===== src/logic/cbt_pkg.sv =====
// Package for the command bus training block: mode addresses, fields, timing.
// Assumes a 40 MHz command clock; delay figures are in nanoseconds, the clock period in picoseconds.
package cbt_pkg;

  // ----------------------------------------------------------------
  // Mode register addresses
  // ----------------------------------------------------------------
  localparam logic [5:0] CBT_ADDR_CMD_REF = 6'h0C;
  localparam logic [5:0] CBT_ADDR_MODE_CTRL = 6'h0D;

  // ----------------------------------------------------------------
  // Field layout and reset values
  // ----------------------------------------------------------------
  localparam int CBT_BIT_TRAIN_EN = 0;
  localparam int CBT_BIT_WR_SEL = 6;
  localparam int CBT_BIT_OP_SEL = 7;
  localparam int CBT_REF_W = 7;
  localparam int CBT_ECHO_LO = 8;
  localparam int CBT_ECHO_HI = 13;
  localparam logic [7:0] CBT_MODE_RESET = 8'h00;
  localparam logic [6:0] CBT_REF_RESET = 7'h00;
  localparam logic CBT_BANK_POWERUP = 1'b0;

  // ----------------------------------------------------------------
  // Timing
  // ----------------------------------------------------------------
  localparam int CBT_CLK_PERIOD_PS = 25000;
  localparam int CBT_PS_PER_NS = 1000;
  localparam int CBT_CNT_W = 8;

  function automatic logic [CBT_CNT_W-1:0] cbt_cycles(input int ns);
    int c;
    c = (ns * CBT_PS_PER_NS + CBT_CLK_PERIOD_PS - 1) / CBT_CLK_PERIOD_PS;
    if (c < 1) begin
      c = 1;
    end
    return c[CBT_CNT_W-1:0];
  endfunction

  // ----------------------------------------------------------------
  // Types
  // ----------------------------------------------------------------
  typedef enum logic [2:0] {
    CBT_IDLE = 3'b000,
    CBT_ARMED = 3'b001,
    CBT_TRAIN = 3'b010,
    CBT_EXIT = 3'b011,
    CBT_RECOVER = 3'b100
  } cbt_state_type;

  typedef struct packed {
    logic valid;
    logic [5:0] addr;
    logic [7:0] data;
  } cbt_mode_write_type;

  typedef struct packed {
    logic [15:0] data;
    logic [15:0] oe_n;
  } cbt_dq_drive_type;

endpackage


===== src/logic/cbt_core.sv =====
// Command bus training logic inside the memory device.
// Assumes mode writes arrive decoded on the command clock; strobes and data
// lines come from outside and are synchronised here.
`timescale 1ns/1ps
`default_nettype none
module cbt_core
  import cbt_pkg::*;
#(
  parameter int MODE_WRITE_DELAY_NS = 20,
  parameter int TRAINING_ENTRY_DELAY_NS = 250,
  parameter int MODE_WRITE_RECOVERY_NS = 20
) (
  // Clock, reset, enable
  input wire logic clk_sys_in,
  input wire logic rstn_in,
  input wire logic ce_in,
  // Command side
  input wire logic cke_in,
  input wire logic cs_in,
  input wire logic [5:0] command_address_bus_in,
  input wire cbt_mode_write_type mode_write_in,
  // Data lines and strobes
  input wire logic dqs_t_in,
  input wire logic dqs_c_in,
  input wire logic [15:0] dq_in,
  output cbt_dq_drive_type dq_drive_out,
  // Status
  output logic training_out,
  output logic ready_out,
  output logic active_setpoint_bank_out,
  output logic [7:0] mode_control_register_out,
  output logic [6:0] command_input_reference_out
);

  localparam logic [CBT_CNT_W-1:0] MRD_CYC = cbt_cycles(MODE_WRITE_DELAY_NS);
  localparam logic [CBT_CNT_W-1:0] CAENT_CYC = cbt_cycles(TRAINING_ENTRY_DELAY_NS);
  localparam logic [CBT_CNT_W-1:0] MRW_CYC = cbt_cycles(MODE_WRITE_RECOVERY_NS);
  localparam logic [CBT_CNT_W-1:0] CNT_ZERO = '0;
  localparam logic [CBT_CNT_W-1:0] CNT_ONE = CBT_CNT_W'(1);

  cbt_state_type state;
  logic [CBT_CNT_W-1:0] cnt;
  logic [7:0] mode_ctrl;
  logic [6:0] ref_bank [2];
  logic [6:0] ref_temp;
  logic [5:0] ca_latch;
  logic dqs_t_s1, dqs_t_s2, dqs_c_s1, dqs_c_s2, strobe_d;
  logic [6:0] dq_s1, dq_s2;
  logic strobe, strobe_edge, wr_mode, wr_ref, capture_ok;
  logic bank_before;

  // ----------------------------------------------------------------
  // Synchronisers and strobe edges
  // ----------------------------------------------------------------
  always_ff @(posedge clk_sys_in) begin
    if (!rstn_in) begin
      dqs_t_s1 <= 1'b0;
      dqs_t_s2 <= 1'b0;
      dqs_c_s1 <= 1'b1;
      dqs_c_s2 <= 1'b1;
      dq_s1 <= '0;
      dq_s2 <= '0;
      strobe_d <= 1'b0;
    end else if (ce_in) begin
      dqs_t_s1 <= dqs_t_in;
      dqs_t_s2 <= dqs_t_s1;
      dqs_c_s1 <= dqs_c_in;
      dqs_c_s2 <= dqs_c_s1;
      dq_s1 <= dq_in[CBT_REF_W-1:0];
      dq_s2 <= dq_s1;
      strobe_d <= strobe;
    end
  end

  assign strobe = dqs_t_s2 & ~dqs_c_s2;
  assign strobe_edge = ce_in & (strobe != strobe_d);
  assign wr_mode = ce_in & mode_write_in.valid & (mode_write_in.addr == CBT_ADDR_MODE_CTRL);
  assign wr_ref = ce_in & mode_write_in.valid & (mode_write_in.addr == CBT_ADDR_CMD_REF);
  assign capture_ok = (state == CBT_TRAIN) && (cnt == CNT_ZERO);

  // ----------------------------------------------------------------
  // Mode registers
  // ----------------------------------------------------------------
  always_ff @(posedge clk_sys_in) begin
    if (!rstn_in) begin
      mode_ctrl <= CBT_MODE_RESET;
      ref_bank[0] <= CBT_REF_RESET;
      ref_bank[1] <= CBT_REF_RESET;
    end else begin
      if (wr_mode) begin
        mode_ctrl <= mode_write_in.data;
      end
      if (wr_ref) begin
        ref_bank[mode_ctrl[CBT_BIT_WR_SEL]] <= mode_write_in.data[CBT_REF_W-1:0];
      end
    end
  end

  // ----------------------------------------------------------------
  // Training sequence
  // ----------------------------------------------------------------
  always_ff @(posedge clk_sys_in) begin
    if (!rstn_in) begin
      state <= CBT_IDLE;
      cnt <= CNT_ZERO;
    end else if (ce_in) begin
      if (cnt != CNT_ZERO) begin
        cnt <= cnt - CNT_ONE;
      end
      case (state)
        CBT_IDLE: begin
          if (wr_mode && mode_write_in.data[CBT_BIT_TRAIN_EN] && cke_in) begin
            state <= CBT_ARMED;
            cnt <= MRD_CYC;
          end
        end
        CBT_ARMED: begin
          if (wr_mode && !mode_write_in.data[CBT_BIT_TRAIN_EN]) begin
            state <= CBT_IDLE;
          end else if (!cke_in && cnt == CNT_ZERO) begin
            state <= CBT_TRAIN;
            cnt <= CAENT_CYC;
          end
        end
        CBT_TRAIN: begin
          if (cke_in) begin
            state <= CBT_EXIT;
          end
        end
        CBT_EXIT: begin
          if (wr_mode && !mode_write_in.data[CBT_BIT_TRAIN_EN]) begin
            state <= CBT_RECOVER;
            cnt <= MRW_CYC;
          end
        end
        CBT_RECOVER: begin
          if (cnt == CNT_ZERO) begin
            state <= CBT_IDLE;
          end
        end
        default: begin
          state <= CBT_IDLE;
        end
      endcase
    end
  end

  // ----------------------------------------------------------------
  // Temporary reference and command/address echo
  // ----------------------------------------------------------------
  always_ff @(posedge clk_sys_in) begin
    if (!rstn_in) begin
      ref_temp <= CBT_REF_RESET;
    end else if (ce_in) begin
      if (state == CBT_ARMED) begin
        ref_temp <= ref_bank[~mode_ctrl[CBT_BIT_OP_SEL]];
      end else if (capture_ok && strobe_edge) begin
        ref_temp <= dq_s2;
      end
    end
  end

  always_ff @(posedge clk_sys_in) begin
    if (!rstn_in) begin
      ca_latch <= '0;
    end else if (ce_in && cs_in) begin
      ca_latch <= command_address_bus_in;
    end
  end

  always_ff @(posedge clk_sys_in) begin
    if (!rstn_in) begin
      dq_drive_out <= '{data: '0, oe_n: '1};
    end else if (ce_in) begin
      dq_drive_out.data <= '0;
      dq_drive_out.oe_n <= '1;
      if (state == CBT_TRAIN) begin
        dq_drive_out.data[CBT_ECHO_HI:CBT_ECHO_LO] <= ca_latch;
        dq_drive_out.oe_n[CBT_ECHO_HI:CBT_ECHO_LO] <= '0;
      end
    end
  end

  // ----------------------------------------------------------------
  // Status
  // ----------------------------------------------------------------
  assign training_out = (state == CBT_TRAIN);
  assign ready_out = (state == CBT_IDLE);
  assign active_setpoint_bank_out = training_out ? ~mode_ctrl[CBT_BIT_OP_SEL]
                                                 : mode_ctrl[CBT_BIT_OP_SEL];
  assign mode_control_register_out = mode_ctrl;
  assign command_input_reference_out = training_out ? ref_temp
                                                    : ref_bank[active_setpoint_bank_out];

  // ----------------------------------------------------------------
  // Checks
  // ----------------------------------------------------------------
  // Bank in use before training, held while training
  always_ff @(posedge clk_sys_in) begin
    if (!rstn_in) begin
      bank_before <= CBT_BANK_POWERUP;
    end else if (ce_in && !training_out) begin
      bank_before <= active_setpoint_bank_out;
    end
  end

  powerup_bank_a: assert property (@(posedge clk_sys_in)
    !rstn_in |=> active_setpoint_bank_out == CBT_BANK_POWERUP)
    else $error("bank not zero after reset");

  entry_cke_a: assert property (@(posedge clk_sys_in) disable iff (!rstn_in)
    $rose(training_out) |-> $past(!cke_in) && $past(state == CBT_ARMED))
    else $error("training entered without clock enable low");

  entry_bank_a: assert property (@(posedge clk_sys_in) disable iff (!rstn_in)
    training_out |-> active_setpoint_bank_out != bank_before)
    else $error("training not on alternate bank");

  exit_bank_a: assert property (@(posedge clk_sys_in) disable iff (!rstn_in)
    $fell(training_out) |-> active_setpoint_bank_out == bank_before)
    else $error("bank not restored on exit");

  echo_map_a: assert property (@(posedge clk_sys_in) disable iff (!rstn_in)
    ce_in && training_out && $past(training_out) |=>
      dq_drive_out.data[CBT_ECHO_HI:CBT_ECHO_LO] == $past(ca_latch)
      && dq_drive_out.oe_n[CBT_ECHO_HI:CBT_ECHO_LO] == '0)
    else $error("echo lines wrong");

  idle_lines_a: assert property (@(posedge clk_sys_in) disable iff (!rstn_in)
    dq_drive_out.oe_n[15:14] == '1 && dq_drive_out.oe_n[7:0] == '1)
    else $error("unused lines driven");

  capture_map_a: assert property (@(posedge clk_sys_in) disable iff (!rstn_in)
    capture_ok && strobe_edge |=> ref_temp == $past(dq_s2))
    else $error("reference not loaded from lines");

  no_early_a: assert property (@(posedge clk_sys_in) disable iff (!rstn_in)
    training_out && cnt != CNT_ZERO && state != CBT_ARMED |=> $stable(ref_temp))
    else $error("reference changed before entry delay");

  recovery_a: assert property (@(posedge clk_sys_in) disable iff (!rstn_in)
    ce_in && state == CBT_EXIT && wr_mode && !mode_write_in.data[CBT_BIT_TRAIN_EN]
      |=> !ready_out [*2])
    else $error("ready before recovery time");

endmodule
`default_nettype wire


===== config.mk =====
export PLATFORM = sky130hd
export DESIGN_NAME = cbt_core
export DESIGN_NICKNAME = d
export VERILOG_FILES = /design/src/logic/cbt_pkg.sv /design/src/logic/cbt_core.sv
export SDC_FILE = /design/constraint.sdc
export NUM_CORES = 1
export LEC_CHECK = 0
export BUFFER_PORTS_ARGS = -buffer_cell sky130_fd_sc_hd__buf_2
export CAP_MARGIN = 20
export CORE_UTILIZATION = 57
export DETAILED_ROUTE_END_ITERATION = 7
export PLACE_DENSITY = 0.87
export REMOVE_ABC_BUFFERS = 1
export SLEW_MARGIN = 20
export SYNTH_ARGS = -nofsm -noshare
export SYNTH_HDL_FRONTEND = slang
export SYNTH_SLANG_ARGS = --single-unit

===== constraint.sdc =====
create_clock -name clk_sys_in -period 3.9 [get_ports clk_sys_in]
set_input_delay 0.195 -clock clk_sys_in [delete_from_list [all_inputs] [get_ports clk_sys_in]]
set_output_delay 0.195 -clock clk_sys_in [all_outputs]
set_load 0.02 [all_outputs]

Yosys cells after proc, flatten, opt, wreduce, memory -nomap -nowiden. Memory sizes are Yosys's and may differ from the RTL's. Cells that the tools add are included.

Flip-flop bits (word level): 63. Memories: 1. Input bits: 44. Memory bits (writable): 14. Output and inout port bits: 50. Word-level logic and storage cells: 77.

$add $sub $neg: 1. Reduce and logical (&&, ||, !) cells: 16. Multiplexer cells: 26. Eq/ne operators: 12. Bitwise gates (word level): 7.

Memory list: ref_bank (depth 2, bits a word 7, rd ports 2, clocked after memory_dff 0, write ports 2, line cbt_core.sv:44) `logic [6:0] ref_bank [2];`.

Operator list (count): two-way mux 8 bit (5); two-way mux 7 bit (4); case mux 8 bit (3 select lines) (1); two-way mux 3 bit (6); case mux 3 bit (5 select lines) (1); == test 6 x 4 -> 1 bit (second input constant) (2); two-way mux 6 bit (2); logical NOT 8 bit (1); nonzero test 8 bit (1); subtractor 8 x 1 -> 8 bit (second input constant) (1); logical AND 1 bit (7); two-way mux 1 bit (7); OR reduction 7 bit (1); == test 3 x 2 -> 1 bit (second input constant) (2); != test 2 bit (second input constant) (3); AND reduction 6 bit (1); bitwise AND 1 bit (5); == test 3 x 1 -> 1 bit (second input constant) (1); == test 3 bit (second input constant) (1); logical NOT 3 bit (1); != test 3 bit (second input constant) (1); logical NOT 1 bit (2); != test 2 x 1 -> 1 bit (second input constant) (1); NOT 1 bit (2); other kinds (3) (3).

Logic depth before layout (Yosys ltp). Gate-level depths: netlist of the first run.

Depth in word-level cells: 7. Depth in mapped cells: 7. Gate-level depth less buffers: 6.

Worst setup path before layout of the first run. No wires, ideal clock.

Kind: reg-to-output. Start point: reg state[1]. End point: out command_input_reference_out[4]. Data arrival time: 1.673 ns. Data required time: 3.705 ns. Path buffers: 2. Slack: 2.032 ns. Cell stages (with the launch flop): 5. Cell sequence: dfxtp_1 -> clkbuf_1 -> nor3b_2 -> clkbuf_1 -> o21ai_0.

Word-level cells in the longest chain between the ends: 4.

RTL lines: start, declared (line cbt_core.sv:41) `cbt_state_type state;`; start signal, assigned (line cbt_core.sv:104) `state <= CBT_IDLE;`; start signal, assigned (line cbt_core.sv:113) `state <= CBT_ARMED;`; start signal, assigned (line cbt_core.sv:119) `state <= CBT_IDLE;`; == test 3 x 2 -> 1 bit (*) (line cbt_core.sv:187) `assign training_out = (state == CBT_TRAIN);`; via training_out (line cbt_core.sv:28) `output logic training_out,`; two-way mux 1 bit (line cbt_core.sv:189) `assign active_setpoint_bank_out = training_out ? ~mode_ctrl[CBT_BIT_OP_SEL]`; memory (2 x 7 bit); two-way mux 7 bit (*) (line cbt_core.sv:192) `assign command_input_reference_out = training_out ? ref_temp`; end, declared (line cbt_core.sv:32) `output logic [6:0] command_input_reference_out`.

The timed path passes the listed nets; every way through them passes the cells marked *.

Worst setup path in the final report of the first run.
Start point: reg cnt[2]. End point: reg state[2].

Word-level cells in the longest chain between the ends: 4. Elaborated cells on any way between the ends: 5. Those cells by class: eq/ne (2); reduce/logical (3).

RTL lines: start, declared (line cbt_core.sv:42) `logic [CBT_CNT_W-1:0] cnt;`; start signal, assigned (line cbt_core.sv:108) `cnt <= cnt - CNT_ONE;`; logical NOT 8 bit (*) (line cbt_core.sv:120, cbt_core.sv:137); logical AND 1 bit (line cbt_core.sv:120) `end else if (!cke_in && cnt == CNT_ZERO) begin`; != test 3 bit (no line); AND reduction 6 bit (no line) (*); end signal, assigned (line cbt_core.sv:119); end signal, assigned (line cbt_core.sv:121) `state <= CBT_TRAIN;`; end signal, assigned (line cbt_core.sv:138) `state <= CBT_IDLE;`.

Every way passes the cells marked *; elsewhere a longest branch is shown, timed or not. A chain may end at the register's enable or synchronous reset.

==> load_flow_metrics.sql, run 1 <==
INSERT INTO impl_metrics (metric_group, metric, value, unit) VALUES
('synth', 'synthArstFlopShare', '0', '%'),
('clocking', 'tritoncts.num_buffers', '9', ''),
('global_routing', 'grt_antenna_before_repair', '0', ''),
('route', 'dr_wl_cell', '14.0', 'µm'),
('placed_design', 'gp_congestion', '0.851', ''),
('die', 'io_pins', '94', ''),
('placed_design', 'place.detailed.hpwl', '4850', 'µm'),
('placed_design', 'portBuffers', '64', ''),
('die', 'die-area', '0.00674', 'mm²'),
('worst_setup_path', 'timing.setup.critical_path_class', 'reg2reg', ''),
('worst_setup_path', 'crit_path_max_fanout', '11', ''),
('route', 'wl_on_met1', '3130', 'µm'),
('layout', 'layout_cell_share_with_drive_strength_beyond_1', '21.4', '%'),
('clocking', 'worst_skew_pair.late_latency', '0.35', 'ns'),
('sta', 'tightest_slew', '0.882', 'ns'),
('power', 'leakage', '0.00159', 'µW'),
('route', 'routed-wl-met3', '401', 'µm'),
('sta', 'rsz0062_at_grt', 'false', ''),
('sta', 'max_slew_margin', '41.1', '%'),
('sta', 'final_period_minus_worst_setup_slack', '2.13', 'ns'),
('clocking', 'post_cts_hold_buffer_count', '0', ''),
('route', 'routed_wirelength', '7230', 'µm'),
('synth', 'postSynthAreaPerCell', '9.45', 'µm²'),
('status', 'run_status', 'finished, final reports clean', ''),
('layout', 'antenna_cells', '0', ''),
('clocking', 'cts.sinks', '72', ''),
('die', 'initial_core_util', '60.4', '%'),
('route', 'detail_route.vias_per_cell', '5.52', ''),
('die', 'core.rowCount', '28', ''),
('clocking', 'cts_repair_resize_count', '0', ''),
('power', 'pwr_density_cell', '495', 'mW/mm²'),
('synth', 'syn-cell-area', '0.00366', 'mm²'),
('power', 'vdd_drop_max', '254', 'µV'),
('route', 'route.detailed.drc', '0', ''),
('clocking', 'post-cts-setup-buffer-count', '0', ''),
('die', 'die_wd', '82.1', 'µm'),
('clocking', 'clock_tree.root_cell', 'clkbuf_8', ''),
('route', 'detailedRoute.firstPassIterationCount', '4', ''),
('power', 'power', '2030', 'µW'),
('route', 'detailroute.wirelength.met2', '3520', 'µm'),
('sta', 'hold_slack', '0.0684', 'ns'),
('route', 'highest_layer', 'met4', ''),
('synth', 'netlist-cell-type-count', '49', ''),
('global_routing', 'grt_remaining_overflow', '0', ''),
('worst_setup_path', 'timing.critical_path.arrival', '2.41', 'ns'),
('hold_path', 'timing.hold.worst.class', 'in2reg', ''),
('synth', 'cell_count_after_synthesis', '387', ''),
('worst_setup_path', 'cp_data_required_time', '4.18', 'ns'),
('worst_setup_path', 'ff2ff_path_depth', '5', ''),
('synth', 'synth_top_flop_cell', 'dfxtp_1', ''),
('sta', 'slew_violations', '0', ''),
('synth', 'seq_area_frac_synth', '43.2', '%'),
('die', 'core_area', '0.00606', 'mm²'),
('sta', 'top_achievable_clock_speed', '470', 'MHz'),
('sta', 'setup_total_negative_slack', '0', 'ns'),
('clocking', 'tritoncts_clock_tree', 'built', ''),
('hold_path', 'hold_path_depth', '3', ''),
('sta', 'final.setup_skew', '0.0117', 'ns'),
('route', 'initial_drt_markers', '205', ''),
('global_routing', 'first_global_vias', '2513', ''),
('clocking', 'ctsLongestPathBuffers', '2', ''),
('sta', 'hold_violations_final', '0', ''),
('job', 'max_cap_violations', '0', ''),
('sta', 'layout_worst_path_cycle_share', '54.5', '%'),
('die', 'die_height', '82.1', 'µm'),
('clocking', 'clk_pin_slew', '0.08', 'ns'),
('clocking', 'cts_htree_levels', '3', ''),
('synth', 'synth-edff-count', '14', ''),
('synth', 'postSynthRegisterBits', '72', ''),
('sta', 'setup-violations-final', '0', ''),
('route', 'detail-route-antenna-nets', '0', ''),
('global_routing', 'grt_max_degree', '67', ''),
('synth', 'synth_warnings', '0', ''),
('route', 'via_count', '2844', ''),
('worst_setup_path', 'worstSetupStartpointType', 'register', ''),
('global_routing', 'global_route.usage.total', '23.1', '%'),
('layout', 'finalNetCount', '481', ''),
('layout', 'flow.area_growth_from_synthesis', '12.3', '%'),
('worst_setup_path', 'kind_of_end_point_of_the_critical_path', 'register', ''),
('global_routing', 'grt_first_pass_wirelength', '11700', 'µm');
## cell usage in the layout (no fill, tap or decap), types with 3 or more instances in the layout
cell type  netlist  routed
buf_2            4      64
conb_1           2      20
nor4_1           4       4
buf_4           26       5
nor2_1           7       7
o21ai_0         22      22
dfxtp_1         58      58
nand4_1          3       3
clkbuf_8         0       9
a21oi_1          6       6
nand3_1         14      14
nand2_1         46      46
o2111ai_1        7       7
and2_1           7       7
a21boi_0        21      21
nor3_1           6       6
and3_1           9       9
edfxtp_1        14      14
nor2b_1         28      28
mux2i_1         43      43
inv_1            6       6
## registers in the layout (all words and copies together) (netlist names)
register and flops:
cnt 8, dq_drive_out 7, dqs_t_s2 1, state 3, ca_latch 6, ref_bank 14
dq_s1 7, dq_s2 7, ref_temp 7, dqs_c_s2 1, dqs_t_s1 1, dqs_c_s1 1
mode_control_register_out 8, strobe_d 1
## metal layers
layer | vias to the layer above | global-route usage, %
li1 | 1425 | -
met1 | 1298 | 28.4
met2 | 105 | 38.1
met3 | 16 | 6.37
met4 | 0 | 9.47
met5 | - | 0
## synth_stat cells, types with 9 or more instances
master	instances	share of area (%)
mux2i_1	43	12
and3_1	9	1.5
o21ai_0	22	3.0
a21boi_0	21	4.3
nor2b_1	28	4.8
clkbuf_1	18	1.8
edfxtp_1	14	11
nand2_1	46	4.7
buf_4	26	5.3
nand3_1	14	1.9
dfxtp_1	58	32
## critical path, cell delays in order (launching register included)
cell,delay (ns)
dfxtp_1,0.36
nor3_1,0.38
and4b_1,0.50
o21ai_0,0.20
a221oi_2,0.40
mux2i_1,0.22
## kinds of logic (layout without fill, tap and decap cells)
kind of cell	Yosys count	after routing	share of synthesized area (%)
AND/OR/NAND/NOR	138	138	21.0
AO/OA/AOI/OAI	72	72	14.1
flip-flops	72	72	43.2
buffers and inverters	56	91	8.55
multiplexers	43	43	11.8
adder cells (fa/ha/maj)	2	2	0.684
other	2	20	0.205
XOR/XNOR	2	2	0.479
## where the power goes
group / switching, µW / internal (µW)
sequential: 55.8 / 819
combinational: 307 / 198
clock: 290 / 363
total: 653 / 1380
## metrics by stage
stage                     utilization, %  instance area (µm²)  instances  setup slack, ns
after global routing                67.8                 4110        515             1.58
after detailed placement            64.1                 3890        499             1.65
after CTS                           67.8                 4110        515             1.76
final                               67.8                 4110        515             1.77
after global placement              64.1                 3890        499             1.72
after floorplan                        -                 3440        355             1.64
## worst paths after layout
path | slack [ns] | end | start
worst min-delay path | 0.07 | dqs_c_s1 | dqs_c_in
worst min register to register | 0.47 | dq_drive_out[27] | dq_drive_out[27]
worst max register to register | 1.77 | state[2] | cnt[2]
worst max-delay path | 1.77 | state[2] | cnt[2]
## layout make-up
| cell class | instances | area (µm²) |
|---|---|---|
| repair buffers | 69 | 358 |
| multi-input cells | 277 | 1830 |
| flip-flops and latches | 72 | 1580 |
| clock buffers | 10 | 128 |
| inverters | 6 | 22.5 |
| well taps | 75 | 93.8 |
| fillers | 484 | 1950 |
| clock inverters | 6 | 92.6 |
(Power assumes the default switching activity.)
==> inputs of run 2 (changes only) <==
--- a/config.mk
+++ b/config.mk
@@ -7,9 +7,9 @@
 export LEC_CHECK = 0
 export BUFFER_PORTS_ARGS = -buffer_cell sky130_fd_sc_hd__buf_2
 export CAP_MARGIN = 20
-export CORE_UTILIZATION = 57
+export CORE_UTILIZATION = 48
 export DETAILED_ROUTE_END_ITERATION = 7
-export PLACE_DENSITY = 0.87
+export PLACE_DENSITY = 0.78
 export REMOVE_ABC_BUFFERS = 1
 export SLEW_MARGIN = 20
 export SYNTH_ARGS = -nofsm -noshare
==> constraint.sdc (replaced) <==
create_clock -name clk_sys_in -period 1.8 [get_ports clk_sys_in]
set_input_delay 0.09 -clock clk_sys_in [delete_from_list [all_inputs] [get_ports clk_sys_in]]
set_output_delay 0.09 -clock clk_sys_in [all_outputs]
set_load 0.02 [all_outputs]
==> load_flow_metrics.sql, run 2 (synthesis gave the netlist of run 1 again) <==
INSERT INTO impl_metrics (metric_group, metric, value, unit) VALUES
('status', 'run_status', 'finished, final reports clean', ''),
('clocking', 'tritoncts_clock_tree', 'built', ''),
('power', 'leakage', '0.00176', 'µW'),
('placed_design', 'placedInstanceArea', '0.00404', 'mm²'),
('sta', 'final_critical_path_setup_slack', '0.0538', 'ns'),
('route', 'detail_route.vias_per_cell', '5.19', ''),
('placed_design', 'portBuffers', '64', ''),
('die', 'core_area', '0.00729', 'mm²'),
('route', 'dr_wl_cell', '13.9', 'µm'),
('global_routing', 'grt_max_degree', '67', ''),
('worst_setup_path', 'cp_data_required_time', '1.71', 'ns'),
('sta', 'hold_slack', '0.00382', 'ns'),
('die', 'io_pins', '94', ''),
('clocking', 'cts_htree_levels', '3', ''),
('layout', 'final_design_area_no_fill', '0.00445', 'mm²'),
('clocking', 'ctsLongestPathBuffers', '2', ''),
('worst_setup_path', 'rr_endpoint', 'ref_temp[5]', ''),
('sta', 'top_achievable_clock_speed', '573', 'MHz'),
('worst_setup_path', 'crit_path_max_fanout', '9', ''),
('die', 'die-area', '0.00798', 'mm²'),
('hold_path', 'holdCritStartpoint', 'dq_in[4]', ''),
('placed_design', 'place.detailed.hpwl', '5110', 'µm'),
('layout', 'layout_cell_share_with_drive_strength_beyond_1', '27.1', '%'),
('sta', 'final_period_minus_worst_setup_slack', '1.75', 'ns'),
('global_routing', 'grt_remaining_overflow', '0', ''),
('global_routing', 'first_global_vias', '2625', ''),
('layout', 'finalNetCount', '509', ''),
('sta', 'tightest_slew', '0.604', 'ns'),
('sta', 'max_slew_margin', '59.8', '%'),
('route', 'route.detailed.drc', '0', ''),
('layout', 'antenna_cells', '0', ''),
('die', 'die_height', '89.3', 'µm'),
('die', 'die_wd', '89.3', 'µm'),
('clocking', 'worst_skew_pair.late_latency', '0.35', 'ns'),
('placed_design', 'gp_congestion', '0.815', ''),
('power', 'p_int', '3360', 'µW'),
('route', 'via_count', '2941', ''),
('clocking', 'tritoncts.num_buffers', '9', ''),
('power', 'vdd_drop_max', '560', 'µV'),
('sta', 'layout_worst_path_cycle_share', '97.0', '%'),
('worst_setup_path', 'ff2ff_path_depth', '6', ''),
('worst_setup_path', 'worstSetupStartpointType', 'register', ''),
('route', 'detail-route-antenna-nets', '0', ''),
('global_routing', 'grt_antenna_before_repair', '0', ''),
('layout', 'flow.area_growth_from_synthesis', '21.7', '%'),
('die', 'core.rowCount', '31', ''),
('route', 'initial_drt_markers', '162', ''),
('route', 'detailedRoute.firstPassIterationCount', '4', ''),
('sta', 'slew_violations', '0', ''),
('power', 'net_switching_power', '1540', 'µW'),
('global_routing', 'grt_first_pass_wirelength', '12300', 'µm'),
('power', 'p_seq_share', '38.6', '%'),
('worst_setup_path', 'worstReg2RegStart', 'cnt[1]', ''),
('die', 'initial_core_util', '50.2', '%'),
('worst_setup_path', 'timing.setup.critical_path_class', 'reg2out', ''),
('hold_path', 'timing.hold.worst.class', 'in2reg', ''),
('worst_setup_path', 'cp-startpoint', 'state[0]', ''),
('power', 'pwr_density_cell', '1100', 'mW/mm²'),
('layout', 'layout.cells.most_common', 'buf_2', ''),
('clocking', 'clock_tree.root_cell', 'clkbuf_8', ''),
('hold_path', 'hold_path_end', 'dq_s1[4]', ''),
('power', 'swShare', '31.5', '%'),
('worst_setup_path', 'reg2reg_slack', '0.10', 'ns'),
('sta', 'setup_total_negative_slack', '0', 'ns'),
('power', 'power.share.clock', '30.6', '%'),
('worst_setup_path', 'kind_of_end_point_of_the_critical_path', 'primary output', ''),
('placed_design', 'dpl_worst_slack', '-0.0706', 'ns'),
('sta', 'hold_violations_final', '0', ''),
('sta', 'final.setup_skew', '0.00629', 'ns'),
('route', 'routed_wirelength', '7900', 'µm'),
('global_routing', 'global_route.usage.total', '20.3', '%'),
('worst_setup_path', 'timing.critical_path.arrival', '1.66', 'ns'),
('clocking', 'clk_pin_slew', '0.08', 'ns'),
('layout', 'register_ranked_first_by_flip_flop_count', 'ref_bank', ''),
('job', 'max_cap_violations', '0', ''),
('power', 'power', '4900', 'µW'),
('clocking', 'cts.sinks', '72', ''),
('sta', 'setup-violations-final', '0', ''),
('hold_path', 'hold_path_depth', '3', ''),
('power', 'comb_pwr_share', '30.8', '%'),
('layout', 'most-common-layout-cells', 'buf_2 (64), dfxtp_1 (53), nand2_1 (46), mux2i_1 (43), nor2b_1 (28)', ''),
('layout', 'largest_reg_flops', '14', '');
==> run 2: cell types whose count changed in the layout (fill, tap and decap cells not counted), moves of 2 or more <==
cell	delta
buf_4	+18
buf_6	+2
clkbuf_16	+2
dfxtp_1	-5
dfxtp_2	+4
dlygate4sd3_1	+6
nor3b_2	-2
nor3b_4	+2
o21ai_0	-6
o21ai_1	+5
==> run 2: layer usage <==
metal	GRT usage [%]	vias to the layer above	share of wire (%)
li1	-	1479	-
met1	25.3	1361	45
met2	34.4	93	49
met3	4.52	8	4.5
met4	7.79	0	1.3
met5	0	-	0
==> run 2: final cells by class <==
class                   count  area (µm²)
clock inverters             5        85.1
clock buffers              11         153
multi-input cells         277        1860
well taps                  99         124
flip-flops and latches     72        1590
fillers                   677        2840
inverters                   6        22.5
repair buffers             97         616
==> run 2: power by group through the flow <==
stage	logic, µW	registers, µW	clock network (µW)
after CTS	1390	1870	1510
after floorplan	818	1900	0
after global placement	1320	1900	0
after global routing	1670	1910	1580
final	1510	1890	1500
after detailed placement	1360	1900	0
==> run 2: what timing repair did <==
action,in CTS,in global routing
hold endpoints to repair,6,0
gates cloned,0,1
pin swaps,1,3
buffers inserted,3,2
endpoints found under the setup margin,17,25
hold buffers,6,0
resized for setup,8,17
==> run 2: worst max path at each step <==
stage / to / slack, ns
2_1_floorplan: state[1] / -0.46
3_3_place_gp: ref_temp[4] / 0.06
3_5_place_dp: ref_temp[0] / -0.07
4_1_cts: command_input_reference_out[0] / 0.0006
5_1_grt: state[2] / -0.02
6_report: command_input_reference_out[3] / 0.05
==> run 2: per-stage QoR <==
stage | instances | util [%]
final | 567 | 61.1
after global routing | 567 | 61.1
after CTS | 564 | 60.1
after detailed placement | 539 | 55.4
after global placement | 539 | 55.4
after floorplan | 355 | -
==> run 2: worst max-delay path: stages (launching register included) <==
cell and delay, ns:
dfxtp_2 0.34, buf_6 0.14, nor3b_4 0.19, buf_6 0.17, buf_8 0.12, nand2_1 0.05
o21ai_0 0.09, buf_2 0.21
